**src/inc/serial_element_params.svh**
```systemverilog
`ifndef SERIAL_ELEMENT_PARAMS_SVH
`define SERIAL_ELEMENT_PARAMS_SVH

// Register byte addresses on the APB side
`define OFS_MODEM_CTRL 8'h00
`define OFS_FIFO_CTRL 8'h04
`define OFS_MODEM_STAT 8'h08
`define OFS_INT_STAT 8'h0c
`define OFS_INT_MASK 8'h10
`define OFS_RX_TRIGGER 8'h14

// Word indices seen on the strobe-qualified parallel port
`define IDX_MODEM_CTRL 3'h0
`define IDX_FIFO_CTRL 3'h1
`define IDX_MODEM_STAT 3'h2
`define IDX_INT_STAT 3'h3
`define IDX_INT_MASK 3'h4
`define IDX_RX_TRIGGER 3'h5

// Modem control fields
`define MC_RTS_BIT 1
`define MC_LOOP_BIT 4
`define MC_AUTO_RTS_BIT 5
`define MC_WMASK 8'h32

// FIFO control fields
`define FC_FIFO_EN_BIT 0
`define FC_DMA_SEL_BIT 3
`define FC_WMASK 8'h09

// Modem status fields
`define MS_RING_EDGE_BIT 2
`define MS_RING_LEVEL_BIT 6

// Interrupt status and mask field
`define INT_RING_BIT 0
`define INT_WMASK 8'h01

// Reset values
`define RST_BYTE 8'h00
`define RST_TRIGGER 7'h01
`define RST_SYNC 7'h05

`endif

```
**src/inc/serial_element_pkg.sv**
```systemverilog
package serial_element_pkg;
   // One byte of register content
   typedef logic [7:0] byte_t;
   // One APB data word
   typedef logic [31:0] word_t;
   // Receive DMA signalling style
   typedef enum logic {dma_single, dma_multi} dma_mode_t;
endpackage : serial_element_pkg

```
**src/rtl/serial_element_modem.sv**
```systemverilog
// Function
// - Selected read strobe drives addressed register out
// - Modem status bit 6 shows ring level
// - Modem status bit 2 flags ring rise
// - Ring rise raises interrupt when enabled
// - Control bit 1 set drives request low
// - Request high after reset, loopback, bit clear
// - Auto mode with FIFO enabled: threshold logic drives request high
// - Auto mode: request low below threshold
// - FIFO mode: bit 3 picks DMA style
// - Character mode uses single-transfer DMA only
// - Mode 0 request low while data held
// - Mode 0 request high when empty
// - Mode 1 request low at trigger/timeout
// - Mode 1 request held low until empty
`timescale 1ns/1ns
`include "serial_element_params.svh"

module serial_element_modem #(
   parameter int CNT_W = 7 // Width of the receive fill count
) (
   input wire logic pclk,
   input wire logic presetn,
   input wire logic psel,
   input wire logic penable,
   input wire logic pwrite,
   input wire logic [7:0] paddr,
   input wire logic [31:0] pwdata,
   output logic [31:0] prdata,
   output logic pready,
   output logic pslverr,
   input wire logic chip_select,
   input wire logic read_strobe_low,
   input wire logic read_strobe_high,
   input wire logic [2:0] reg_sel,
   output logic [7:0] data_out,
   output logic data_oe_n,
   input wire logic ring_indicator_in,
   output logic rts_n,
   input wire logic [CNT_W-1:0] rx_count,
   input wire logic rx_timeout,
   output logic receive_dma_request,
   output logic irq
);

   // Software state
   serial_element_pkg::byte_t modem_control_reg_r; // Flow control bits
   serial_element_pkg::byte_t fifo_ctrl_r; // FIFO and DMA bits
   serial_element_pkg::byte_t int_stat_r; // Sticky event bits
   serial_element_pkg::byte_t int_mask_r; // Interrupt enables
   logic [CNT_W-1:0] rx_trigger_r; // Fill threshold
   logic ring_trailing_edge_flag_r; // Rise seen since last read
   logic ring_prev_r; // Ring level one cycle ago

   // Output flops
   logic [31:0] prdata_r;
   logic pready_r;
   logic pslverr_r;
   logic [7:0] data_out_r;
   logic data_oe_n_r;
   logic rts_n_r;
   logic rx_req_n_r;
   logic irq_r;
   logic pin_rd_prev_r; // Strobe read active last cycle

   // Pin synchronisers: ring, cs, strobe low, strobe high, index
   localparam int SYNC_W = 7; // Four single pins plus the index
   // Idle pin levels, so no false read or ring edge follows reset
   localparam logic [SYNC_W-1:0] SYNC_RST = `RST_SYNC;
   logic [SYNC_W-1:0] pins_raw;
   logic [SYNC_W-1:0] sync1_r;
   logic [SYNC_W-1:0] sync2_r;

   assign pins_raw = {reg_sel, read_strobe_high, read_strobe_low,
                      chip_select, ring_indicator_in};

   // Two flops per pin; only the second stage feeds logic
   genvar gi;
   generate
      for (gi = 0; gi < SYNC_W; gi = gi + 1) begin : g_sync
         always_ff @(posedge pclk or negedge presetn) begin
            if (!presetn) begin
               sync1_r[gi] <= SYNC_RST[gi];
               sync2_r[gi] <= SYNC_RST[gi];
            end else begin
               sync1_r[gi] <= pins_raw[gi];
               sync2_r[gi] <= sync1_r[gi];
            end
         end
      end
   endgenerate

   // Synchronised pin views
   wire ring_s = sync2_r[0];
   wire cs_s = sync2_r[1];
   wire rdl_s = sync2_r[2];
   wire rdh_s = sync2_r[3];
   wire [2:0] idx_s = sync2_r[6:4];

   // either strobe qualifies; the idle one is held inactive
   // nothing happens unless chip select is high
   wire pin_rd = cs_s & (~rdl_s | rdh_s);
   wire pin_rd_start = pin_rd & ~pin_rd_prev_r;

   // APB phase decode: one wait state, transfer ends on pready_r
   wire apb_access = psel & penable;
   wire apb_done = apb_access & pready_r;
   wire apb_wr = apb_done & pwrite;
   wire apb_rd_first = apb_access & ~pready_r & ~pwrite;

   // Address decode
   wire hit_mc = (paddr == `OFS_MODEM_CTRL);
   wire hit_fc = (paddr == `OFS_FIFO_CTRL);
   wire hit_ms = (paddr == `OFS_MODEM_STAT);
   wire hit_is = (paddr == `OFS_INT_STAT);
   wire hit_im = (paddr == `OFS_INT_MASK);
   wire hit_tr = (paddr == `OFS_RX_TRIGGER);
   wire hit_any = hit_mc | hit_fc | hit_ms | hit_is | hit_im | hit_tr;

   // live ring level next to the edge flag
   serial_element_pkg::byte_t modem_stat;
   always_comb begin
      modem_stat = `RST_BYTE;
      modem_stat[`MS_RING_LEVEL_BIT] = ring_s;
      modem_stat[`MS_RING_EDGE_BIT] = ring_trailing_edge_flag_r;
   end

   // Trigger widened to a byte for readback
   serial_element_pkg::byte_t trig_byte;
   always_comb begin
      trig_byte = `RST_BYTE;
      trig_byte[CNT_W-1:0] = rx_trigger_r;
   end

   // Read multiplexers, one per access path
   serial_element_pkg::byte_t apb_rd_byte;
   assign apb_rd_byte = hit_mc ? modem_control_reg_r :
                        hit_fc ? fifo_ctrl_r :
                        hit_ms ? modem_stat :
                        hit_is ? int_stat_r :
                        hit_im ? int_mask_r :
                        hit_tr ? trig_byte : `RST_BYTE;

   serial_element_pkg::byte_t pin_rd_byte;
   assign pin_rd_byte =
      (idx_s == `IDX_MODEM_CTRL) ? modem_control_reg_r :
      (idx_s == `IDX_FIFO_CTRL) ? fifo_ctrl_r :
      (idx_s == `IDX_MODEM_STAT) ? modem_stat :
      (idx_s == `IDX_INT_STAT) ? int_stat_r :
      (idx_s == `IDX_INT_MASK) ? int_mask_r :
      (idx_s == `IDX_RX_TRIGGER) ? trig_byte : `RST_BYTE;

   // Reads of modem status that clear the edge flag
   wire ms_rd_apb = apb_done & ~pwrite & hit_ms;
   wire ms_rd_pin = pin_rd_start & (idx_s == `IDX_MODEM_STAT);
   wire ms_read = ms_rd_apb | ms_rd_pin;

   // Ring edge detection on the synchronised level
   wire ring_rise = ring_s & ~ring_prev_r;

   // Write-one-to-clear of interrupt status
   serial_element_pkg::byte_t is_clr;
   assign is_clr = (apb_wr & hit_is) ?
                   (pwdata[7:0] & `INT_WMASK) : `RST_BYTE;

   // Hardware-set events, aligned to status layout
   serial_element_pkg::byte_t is_set;
   always_comb begin
      is_set = `RST_BYTE;
      is_set[`INT_RING_BIT] = ring_rise;
   end

   // DMA style selection
   wire fifo_en = fifo_ctrl_r[`FC_FIFO_EN_BIT];
   // bit 3 picks the style in FIFO mode
   // character mode is forced to single transfer
   serial_element_pkg::dma_mode_t dma_mode;
   assign dma_mode = (fifo_en & fifo_ctrl_r[`FC_DMA_SEL_BIT]) ?
                     serial_element_pkg::dma_multi :
                     serial_element_pkg::dma_single;

   // Receive fill status
   wire rx_empty = (rx_count == '0);
   wire rx_at_trig = (rx_count >= rx_trigger_r);

   // Receive DMA request next value
   logic rx_req_n_nxt;
   always_comb begin
      rx_req_n_nxt = rx_req_n_r;
      unique case (dma_mode)
         serial_element_pkg::dma_single: begin
            // low while anything held, high when empty
            rx_req_n_nxt = rx_empty;
         end
         serial_element_pkg::dma_multi: begin
            if (rx_empty) begin
               rx_req_n_nxt = 1'b1;
            end else if (rx_at_trig | rx_timeout) begin
               rx_req_n_nxt = 1'b0;
            end
         end
      endcase
   end

   // Request-to-send next value
   wire rts_bit = modem_control_reg_r[`MC_RTS_BIT];
   wire loop_on = modem_control_reg_r[`MC_LOOP_BIT];
   wire auto_rts = modem_control_reg_r[`MC_AUTO_RTS_BIT];
   logic rts_n_nxt;
   always_comb begin
      if (loop_on | ~rts_bit) begin
         // inactive in loopback or with the bit cleared
         rts_n_nxt = 1'b1;
      end else if (auto_rts & fifo_en) begin
         rts_n_nxt = ~rx_empty & rx_at_trig;
      end else begin
         rts_n_nxt = 1'b0;
      end
   end

   // Control registers written from APB
   always_ff @(posedge pclk or negedge presetn) begin
      if (!presetn) begin
         modem_control_reg_r <= `RST_BYTE;
         fifo_ctrl_r <= `RST_BYTE;
         int_mask_r <= `RST_BYTE;
         rx_trigger_r <= `RST_TRIGGER;
      end else if (apb_wr) begin
         if (hit_mc) begin
            modem_control_reg_r <= pwdata[7:0] & `MC_WMASK;
         end
         if (hit_fc) begin
            fifo_ctrl_r <= pwdata[7:0] & `FC_WMASK;
         end
         if (hit_im) begin
            int_mask_r <= pwdata[7:0] & `INT_WMASK;
         end
         if (hit_tr) begin
            rx_trigger_r <= pwdata[CNT_W-1:0];
         end
      end
   end

   // Ring edge flag and sticky status; a new event beats a clear
   always_ff @(posedge pclk or negedge presetn) begin
      if (!presetn) begin
         ring_prev_r <= 1'b1;
         ring_trailing_edge_flag_r <= 1'b0;
         int_stat_r <= `RST_BYTE;
      end else begin
         ring_prev_r <= ring_s;
         // set on rise, cleared by a status read
         ring_trailing_edge_flag_r <= ring_rise |
            (ring_trailing_edge_flag_r & ~ms_read);
         // ring rise latches an interrupt event
         int_stat_r <= is_set | (int_stat_r & ~is_clr);
      end
   end

   // APB answer: pready one cycle into the access phase
   always_ff @(posedge pclk or negedge presetn) begin
      if (!presetn) begin
         pready_r <= 1'b0;
         pslverr_r <= 1'b0;
         prdata_r <= '0;
      end else begin
         pready_r <= apb_access & ~pready_r;
         pslverr_r <= apb_access & ~pready_r & ~hit_any;
         if (apb_rd_first) begin
            prdata_r <= {24'h000000, apb_rd_byte};
         end
      end
   end

   // strobe read drives the addressed byte, enable low
   always_ff @(posedge pclk or negedge presetn) begin
      if (!presetn) begin
         pin_rd_prev_r <= 1'b0;
         data_out_r <= `RST_BYTE;
         data_oe_n_r <= 1'b1;
      end else begin
         pin_rd_prev_r <= pin_rd;
         data_oe_n_r <= ~pin_rd;
         // Byte captured at read start so a clearing read
         // still shows the flag it clears
         if (pin_rd_start) begin
            data_out_r <= pin_rd_byte;
         end
      end
   end

   // Modem-side and interrupt outputs
   always_ff @(posedge pclk or negedge presetn) begin
      if (!presetn) begin
         rts_n_r <= 1'b1;
         rx_req_n_r <= 1'b1;
         irq_r <= 1'b0;
      end else begin
         rts_n_r <= rts_n_nxt;
         rx_req_n_r <= rx_req_n_nxt;
         irq_r <= |(int_stat_r & int_mask_r);
      end
   end

   assign prdata = prdata_r;
   assign pready = pready_r;
   assign pslverr = pslverr_r;
   assign data_out = data_out_r;
   assign data_oe_n = data_oe_n_r;
   assign rts_n = rts_n_r;
   assign receive_dma_request = rx_req_n_r;
   assign irq = irq_r;

endmodule : serial_element_modem

```
**config.mk**
```make
export PLATFORM = sky130hd
export DESIGN_NAME = serial_element_modem
export DESIGN_NICKNAME = d
export VERILOG_FILES = /design/src/inc/serial_element_pkg.sv /design/src/rtl/serial_element_modem.sv
export VERILOG_INCLUDE_DIRS = /design/src /design/src/inc
export SDC_FILE = /design/constraint.sdc
export NUM_CORES = 1
export LEC_CHECK = 0
export BUFFER_PORTS_ARGS = -buffer_cell sky130_fd_sc_hd__buf_4
export CAP_MARGIN = 25
export CORE_ASPECT_RATIO = 0.8
export CORE_MARGIN = 2
export CORE_UTILIZATION = 30
export DETAILED_ROUTE_END_ITERATION = 6
export SYNTH_ARGS = -nofsm -noshare
export SYNTH_HDL_FRONTEND = slang
export SYNTH_SLANG_ARGS = --single-unit
```
**constraint.sdc**
```tcl
create_clock -name pclk -period 2.3 [get_ports pclk]
set_clock_uncertainty 0.05 [all_clocks]
set_input_delay 0.46 -clock pclk [delete_from_list [all_inputs] [get_ports pclk]]
set_output_delay 0.46 -clock pclk [all_outputs]
set_load 0.01 [all_outputs]
```
==> qor.yml, run 1 <==
power:
  leakage_uw: 0.00141
  pwr-share-seq: 0.531
  combPwrFrac: 0.095
  ir_worst_vdd_uv: 222
  switching_power_uw: 414
  power_per_cell_area_nw_per_um2: 584
  swShare: 0.234
  p_clk_frac: 0.374
  finalPower_uw: 1770
  p_int_uw: 1360
sta:
  setup_ws_ns: 0.189
  period_needed_ns: 2.11
  setup_viol: 0
  hold_viol_final: 0
  relSlewSlack: 0.561
  clock.fmax_ghz: 0.474
  worst_pin_slew_ns: 0.658
  grt_setup_unrepaired: "false"
  period_share: 0.918
  maxSlewViolCount: 0
setup_path:
  slowest_stage: "or4_4"
  worstPathArrival_ns: 2.25
  path_max_fanout: 4
  worstSetupEndpointType: "register"
  startpoint_type: "primary input"
  required_ns: 2.44
  crit_type: "primary input to register"
  critPathMaxStageDelay_ns: 0.55
  crit_buf_inv: 1
  crit_top_cell: "or4_4"
  path_delay_family: "simple AND/OR/NAND/NOR gates"
  crit_chain: "buf_4 -> or4_4 -> or4_4 -> nor4_4 -> mux2_1"
finish:
  layoutNonFillerInstCount: 393
  final_cell_area_um2: 3030
  fin_nets: 351
  fin_util: 0.381
  drive_gt1_frac: 0.319
  area_growth_pct: 23.1
  insertedDiodeCount: 0
drt:
  dr.pass1.iters: 4
  wire_per_inst_um: 13.2
  num_vias: 1741
  drt_iter0_drc: 92
  routed_via_density: 4.43
  ant_nets: 0
  remaining_drc_errors: 0
  wirelength_um: 5170
clock_tree:
  clockBufferDepth: 2
  clock_sinks: 51
  cts-root-buf: "clkbuf_8"
  cts_resized: 0
  numCtsBuffers: 5
  cts_tree: "yes"
  insertion_delay_ns: 0.30
  path_clk_slew_ns: 0.09
  ctsHtreeMaxLevel: 2
  post_cts_buffers: 0
  cts_hold_buf: 0
global_routing:
  grt_pass1_vias: 1620
  grt_usage: 0.116
  overflow: 0
  grt_max_degree: 52
  antenna_found_initial: 0
  grt_pass1_wl_um: 8190
min_path:
  hold_path.class: "primary input to async pin"
synthesis:
  syn_inst: 225
  ys_ff_latch: 51
  synthFlopType: "dfrtp_1"
  ys_seq_area_frac: 0.523
  ys_types: 39
  synth_edf_count: 0
  ys.warnings.count: 0
  async_reset_ff_frac: 1.00
  syn_area_um2: 2460
  avgSynthCellArea_um2: 10.9
floorplan:
  floorplan.rows: 29
  pin_count: 106
  core_area_um2: 7950
  start_util: 0.310
  die_height_um: 85.0
  die_x_um: 105
  die-area_um2: 8950
placed_design:
  gp_congestion: 0.826
  dp.final_hpwl_um: 3970
  pre_cts_slack_ns: -0.160
  placed_area_um2: 2910
  place_inst: 385
  portBuffers: 54
run:
  cap_violations: 0
outcome:
  status: "complete, no violations"
## layer usage
layer	wire, um	global-route usage	up-vias
met5	0	0	-
met4	34	0.0291	0
met3	287	0.0284	4
met2	2370	0.173	54
met1	2480	0.170	828
li1	-	-	855
## through the flow
step / setup TNS, ns / hold slack [ns]
6_report: 0 / 0.118
5_1_grt: 0 / 0.164
4_1_cts: 0 / 0.147
3_3_place_gp: -1.43 / 0.286
3_5_place_dp: -1.58 / 0.285
2_1_floorplan: -0.134 / 0.114
## registers in the layout, summed over array words and instances, names as in the netlist, 2 cells and up
register and count:
data_out 7, prdata 7, rx_trigger_r 7, sync1_r 7
idx_s 3, modem_control_reg_r 3, fifo_ctrl_r 2
## cells in the final DEF, fill, tap and decap left out, types with 2 or more instances in the layout
cell type / Yosys / final
nor3b_1: 3 / 3
nor2_1: 7 / 7
ha_1: 7 / 7
or4_4: 2 / 2
nor2b_1: 3 / 3
and2_1: 3 / 3
or3_1: 2 / 2
nor3_1: 4 / 4
nand3_1: 3 / 3
nand2_1: 23 / 23
o21ai_0: 15 / 15
a22oi_1: 10 / 10
inv_1: 12 / 12
nand2b_1: 5 / 5
mux2_2: 8 / 8
o31ai_1: 2 / 2
a21oi_1: 2 / 2
buf_4: 26 / 59
nand3b_1: 4 / 4
conb_1: 1 / 26
mux2_1: 4 / 4
nor4_1: 3 / 3
mux2i_1: 3 / 3
o41ai_1: 3 / 3
clkbuf_8: 0 / 6
dfstp_2: 9 / 9
dfrtp_1: 42 / 42
a211oi_1: 3 / 3
## final timing paths
path,from,end,slack (ns),cells past startpoint
setup reg to reg,rx_trigger_r[0]$_DFFE_PN1P_,rts_n$_DFF_PN1_,0.38,5
hold reg to reg,sync1_r[5]$_DFF_PN0_,idx_s[1]$_DFF_PN0_,0.31,0
setup / recovery,paddr[0],modem_control_reg_r[1]$_DFFE_PN0P_,0.19,5
min in group pclk,read_strobe_low,sync1_r[2]$_DFF_PN1_,0.20,1
max in group asynchronous,presetn,data_out[5]$_DFFE_PN0N_,1.65,1
hold / removal,presetn,rx_trigger_r[1]$_DFFE_PN0P_,0.12,1
## synth_stat cells (2+ instances only)
| library cell | instances | area share |
|---|---|---|
| nor2_1 | 7 | 0.011 |
| o31ai_1 | 2 | 0.0061 |
| a22oi_1 | 10 | 0.030 |
| nor4_1 | 3 | 0.0076 |
| nand2b_1 | 5 | 0.013 |
| or3_1 | 2 | 0.0051 |
| buf_4 | 26 | 0.079 |
| mux2i_1 | 3 | 0.012 |
| dfstp_2 | 9 | 0.096 |
| nor3b_1 | 3 | 0.0091 |
| nor3_1 | 4 | 0.0081 |
| nor2b_1 | 3 | 0.0076 |
| inv_1 | 12 | 0.018 |
| ha_1 | 7 | 0.036 |
| nand2_1 | 23 | 0.035 |
| clkbuf_1 | 5 | 0.0076 |
| nand3b_1 | 4 | 0.012 |
| or4_4 | 2 | 0.0091 |
| a211oi_1 | 3 | 0.0091 |
| mux2_1 | 4 | 0.018 |
| nand3_1 | 3 | 0.0061 |
| mux2_2 | 8 | 0.037 |
| dfrtp_1 | 42 | 0.43 |
| o41ai_1 | 3 | 0.011 |
| o21ai_0 | 15 | 0.030 |
| a21oi_1 | 2 | 0.0041 |
| and2_1 | 3 | 0.0076 |
## kinds of logic (layout without fill, tap and decap cells)
| logic type | Yosys count | count (layout) | synth area share |
|---|---|---|---|
| mux | 15 | 15 | 0.0671 |
| buf+inv | 44 | 79 | 0.110 |
| compound gates | 38 | 38 | 0.101 |
| fa+ha+maj | 7 | 7 | 0.0356 |
| simple gates | 69 | 69 | 0.162 |
| other cells | 1 | 26 | 0.00152 |
| flops | 51 | 51 | 0.523 |
## cell type report
cell class / count / area (um^2)
sequential: 51 / 1290
timing repair buffer: 59 / 443
fill: 815 / 4920
clock inverter: 2 / 38.8
clock buffer: 6 / 82.6
tap: 108 / 135
inverter: 12 / 45.0
multi-input combinational: 155 / 998
## power groups by stage
stage	registers, uW	logic (uW)	clock network [uW]
finish	940	169	661
global route	944	191	722
CTS	940	171	681
detailed placement	957	171	0
global placement	956	169	0
floorplan	957	106	0
(Power assumes the default switching activity.)
==> inputs of run 2 (changes only) <==
==> constraint.sdc (replaced) <==
create_clock -name pclk -period 2.3 [get_ports pclk]
set_clock_uncertainty 0.05 [all_clocks]
set_input_delay 0.69 -clock pclk [delete_from_list [all_inputs] [get_ports pclk]]
set_output_delay 0.69 -clock pclk [all_outputs]
set_load 0.01 [all_outputs]
==> run 2 against run 1 <==
Against the previous run: the flow now finishes with violations (setup timing); worst hold slack gained 0.19 ns; critical endpoint unchanged; sequential power barely moved; combinational power about the same.
==> qor.yml, run 2 (synthesis results as in run 1) <==
drt:
  wire_per_inst_um: 13.5  # was 13.2 um
  ant_nets: 0  # unchanged
  num_vias: 1772  # was 1741
  routed_via_density: 4.49  # was 4.43
  dr.pass1.iters: 4  # unchanged
  drt_iter0_drc: 76  # was 92
  remaining_drc_errors: 0  # unchanged
  wirelength_um: 5320  # was 5170 um
sta:
  period_share: 1.01  # was 0.918
  relSlewSlack: 0.565  # was 0.561
  clock.fmax_ghz: 0.431  # was 0.474 GHz
  hold_viol_final: 0  # unchanged
  setup_ws_ns: -0.0223  # was 0.189 ns
  hold_ws_ns: 0.307  # was 0.118 ns
  maxSlewViolCount: 0  # unchanged
  setup_viol: 3  # was 0
  period_needed_ns: 2.32  # was 2.11 ns
  grt_setup_unrepaired: "true"  # was false
  worst_pin_slew_ns: 0.650  # was 0.658 ns
floorplan:
  start_util: 0.310  # unchanged
  die_x_um: 105  # unchanged
  core_area_um2: 7950  # unchanged
  die_height_um: 85.0  # unchanged
  floorplan.rows: 29  # unchanged
  die-area_um2: 8950  # unchanged
  pin_count: 106  # unchanged
power:
  finalPower_uw: 1660  # was 1770 uW
  ir_worst_vdd_uv: 326  # was 222 uV
  power_per_cell_area_nw_per_um2: 542  # was 584 nW/um^2
  leakage_uw: 0.00142  # was 0.00141 uW
min_path:
  hp-start: "sync1_r[3]$_DFF_PN0_"
  holdPathEnd: "rdh_s$_DFF_PN0_"
  worstHoldPathCells: 0
  hold_path.class: "register to register"  # was primary input to async pin
global_routing:
  grt_usage: 0.123  # was 0.116
  grt_pass1_wl_um: 8660  # was 8190 um
  grt_max_degree: 52  # unchanged
  grt_pass1_vias: 1772  # was 1620
  antenna_found_initial: 0  # unchanged
  overflow: 0  # unchanged
setup_path:
  slowest_stage: "or4_4"  # unchanged
  worstSetupEndpointType: "register"  # unchanged
  worstPathArrival_ns: 2.47  # was 2.25 ns
  reg2reg_to: "rts_n$_DFF_PN1_"  # unchanged
  timing.rr.start: "rx_trigger_r[0]$_DFFE_PN1P_"  # unchanged
  rr_worst_depth: 5  # unchanged
  crit_buf_inv: 1  # unchanged
  rrSetupSlack_ns: 0.43  # was 0.38 ns
  path_delay_family: "simple AND/OR/NAND/NOR gates"  # unchanged
  path_max_fanout: 4  # unchanged
  crit_chain: "buf_4 -> or4_4 -> or4_4 -> nor4_4 -> mux2_1"  # unchanged
  critPathLaunch: "paddr[7]"  # was paddr[0]
  startpoint_type: "primary input"  # unchanged
  critPathMaxStageDelay_ns: 0.55  # about the same
  required_ns: 2.45  # was 2.44 ns
  crit_top_cell: "or4_4"  # unchanged
  crit_type: "primary input to register"  # unchanged
finish:
  fillers: 796  # was 815
  final_cell_mix: "buf_4, dfrtp_1, conb_1"  # unchanged
  area_growth_pct: 24.3  # was 23.1%
  insertedDiodeCount: 0  # unchanged
  final_common_cell: "buf_4"  # unchanged
  fin_nets: 353  # was 351
  drive_gt1_frac: 0.324  # was 0.319
clock_tree:
  numCtsBuffers: 5  # unchanged
  cts_tree: "yes"  # unchanged
  insertion_delay_ns: 0.32  # was 0.30 ns
  clockBufferDepth: 2  # unchanged
  path_clk_slew_ns: 0.10  # was 0.09 ns
  cts-root-buf: "clkbuf_8"  # unchanged
  clock_sinks: 51  # unchanged
  ctsHtreeMaxLevel: 2  # unchanged
placed_design:
  pre_cts_slack_ns: -0.391  # was -0.160 ns
  portBuffers: 54  # unchanged
  dp.final_hpwl_um: 4090  # was 3970 um
  gp_congestion: 0.863  # was 0.826
run:
  cap_violations: 0  # unchanged
outcome:
  status: "complete, but fails checks"  # was complete, no violations
  violations: "setup timing"
## run 2: what timing repair did
item	in CTS	in global routing
hold buffers	0	0
setup endpoints to repair	8	8
pin swaps	1	0
resized for setup	3	1
setup buffers	1	0
## run 2: per-layer routing
metal	wire length, um	GRT usage	up-vias
li1	-	-	854
met1	2590	0.171	863
met2	2450	0.188	47
met3	216	0.0307	8
met4	67	0.0436	0
met5	0	0	-
## run 2: how the worst max path moves through the flow
stage,end,cells after the start
floorplan,fifo_ctrl_r[0]$_DFFE_PN0P_,5
global placement,rx_trigger_r[5]$_DFFE_PN0P_,5
detailed placement,rx_trigger_r[5]$_DFFE_PN0P_,5
CTS,modem_control_reg_r[1]$_DFFE_PN0P_,5
global route,modem_control_reg_r[1]$_DFFE_PN0P_,5
finish,modem_control_reg_r[1]$_DFFE_PN0P_,5
## run 2: power breakdown
| group | internal (uW) | total (uW) | switching [uW] |
|---|---|---|---|
| Combinational | 74.5 | 171 | 96.1 |
| Clock | 226 | 550 | 324 |
| Sequential | 925 | 940 | 14.9 |
## run 2: area by class of cell
cell class,instances,area [um^2],share of cell area
sequential,51,1290,0.421
clock inverter,3,28.8,0.00940
clock buffer,5,68.8,0.0225
multi-input combinational,155,1020,0.334
inverter,12,45.0,0.0147
tap,108,135,0.0442
timing repair buffer,61,474,0.155
## run 2: metrics by stage
stage               instance area (um^2)   util  setup TNS (ns)  cells
floorplan                           2570      -           -2.95    250
global placement                    2930  0.368           -4.71    386
detailed placement                  2930  0.368           -4.87    386
CTS                                 3060  0.385         -0.0763    395
global route                        3060  0.385          -0.209    395
finish                              3060  0.385         -0.0319    395
## run 2: worst register-to-register path, cell delays in order, from the launching register on
cell and delay [ns]:
dfstp_2 0.60, ha_1 0.24, nand2b_1 0.14, a211o_1 0.29, a211oi_1 0.31, o21ai_0 0.16
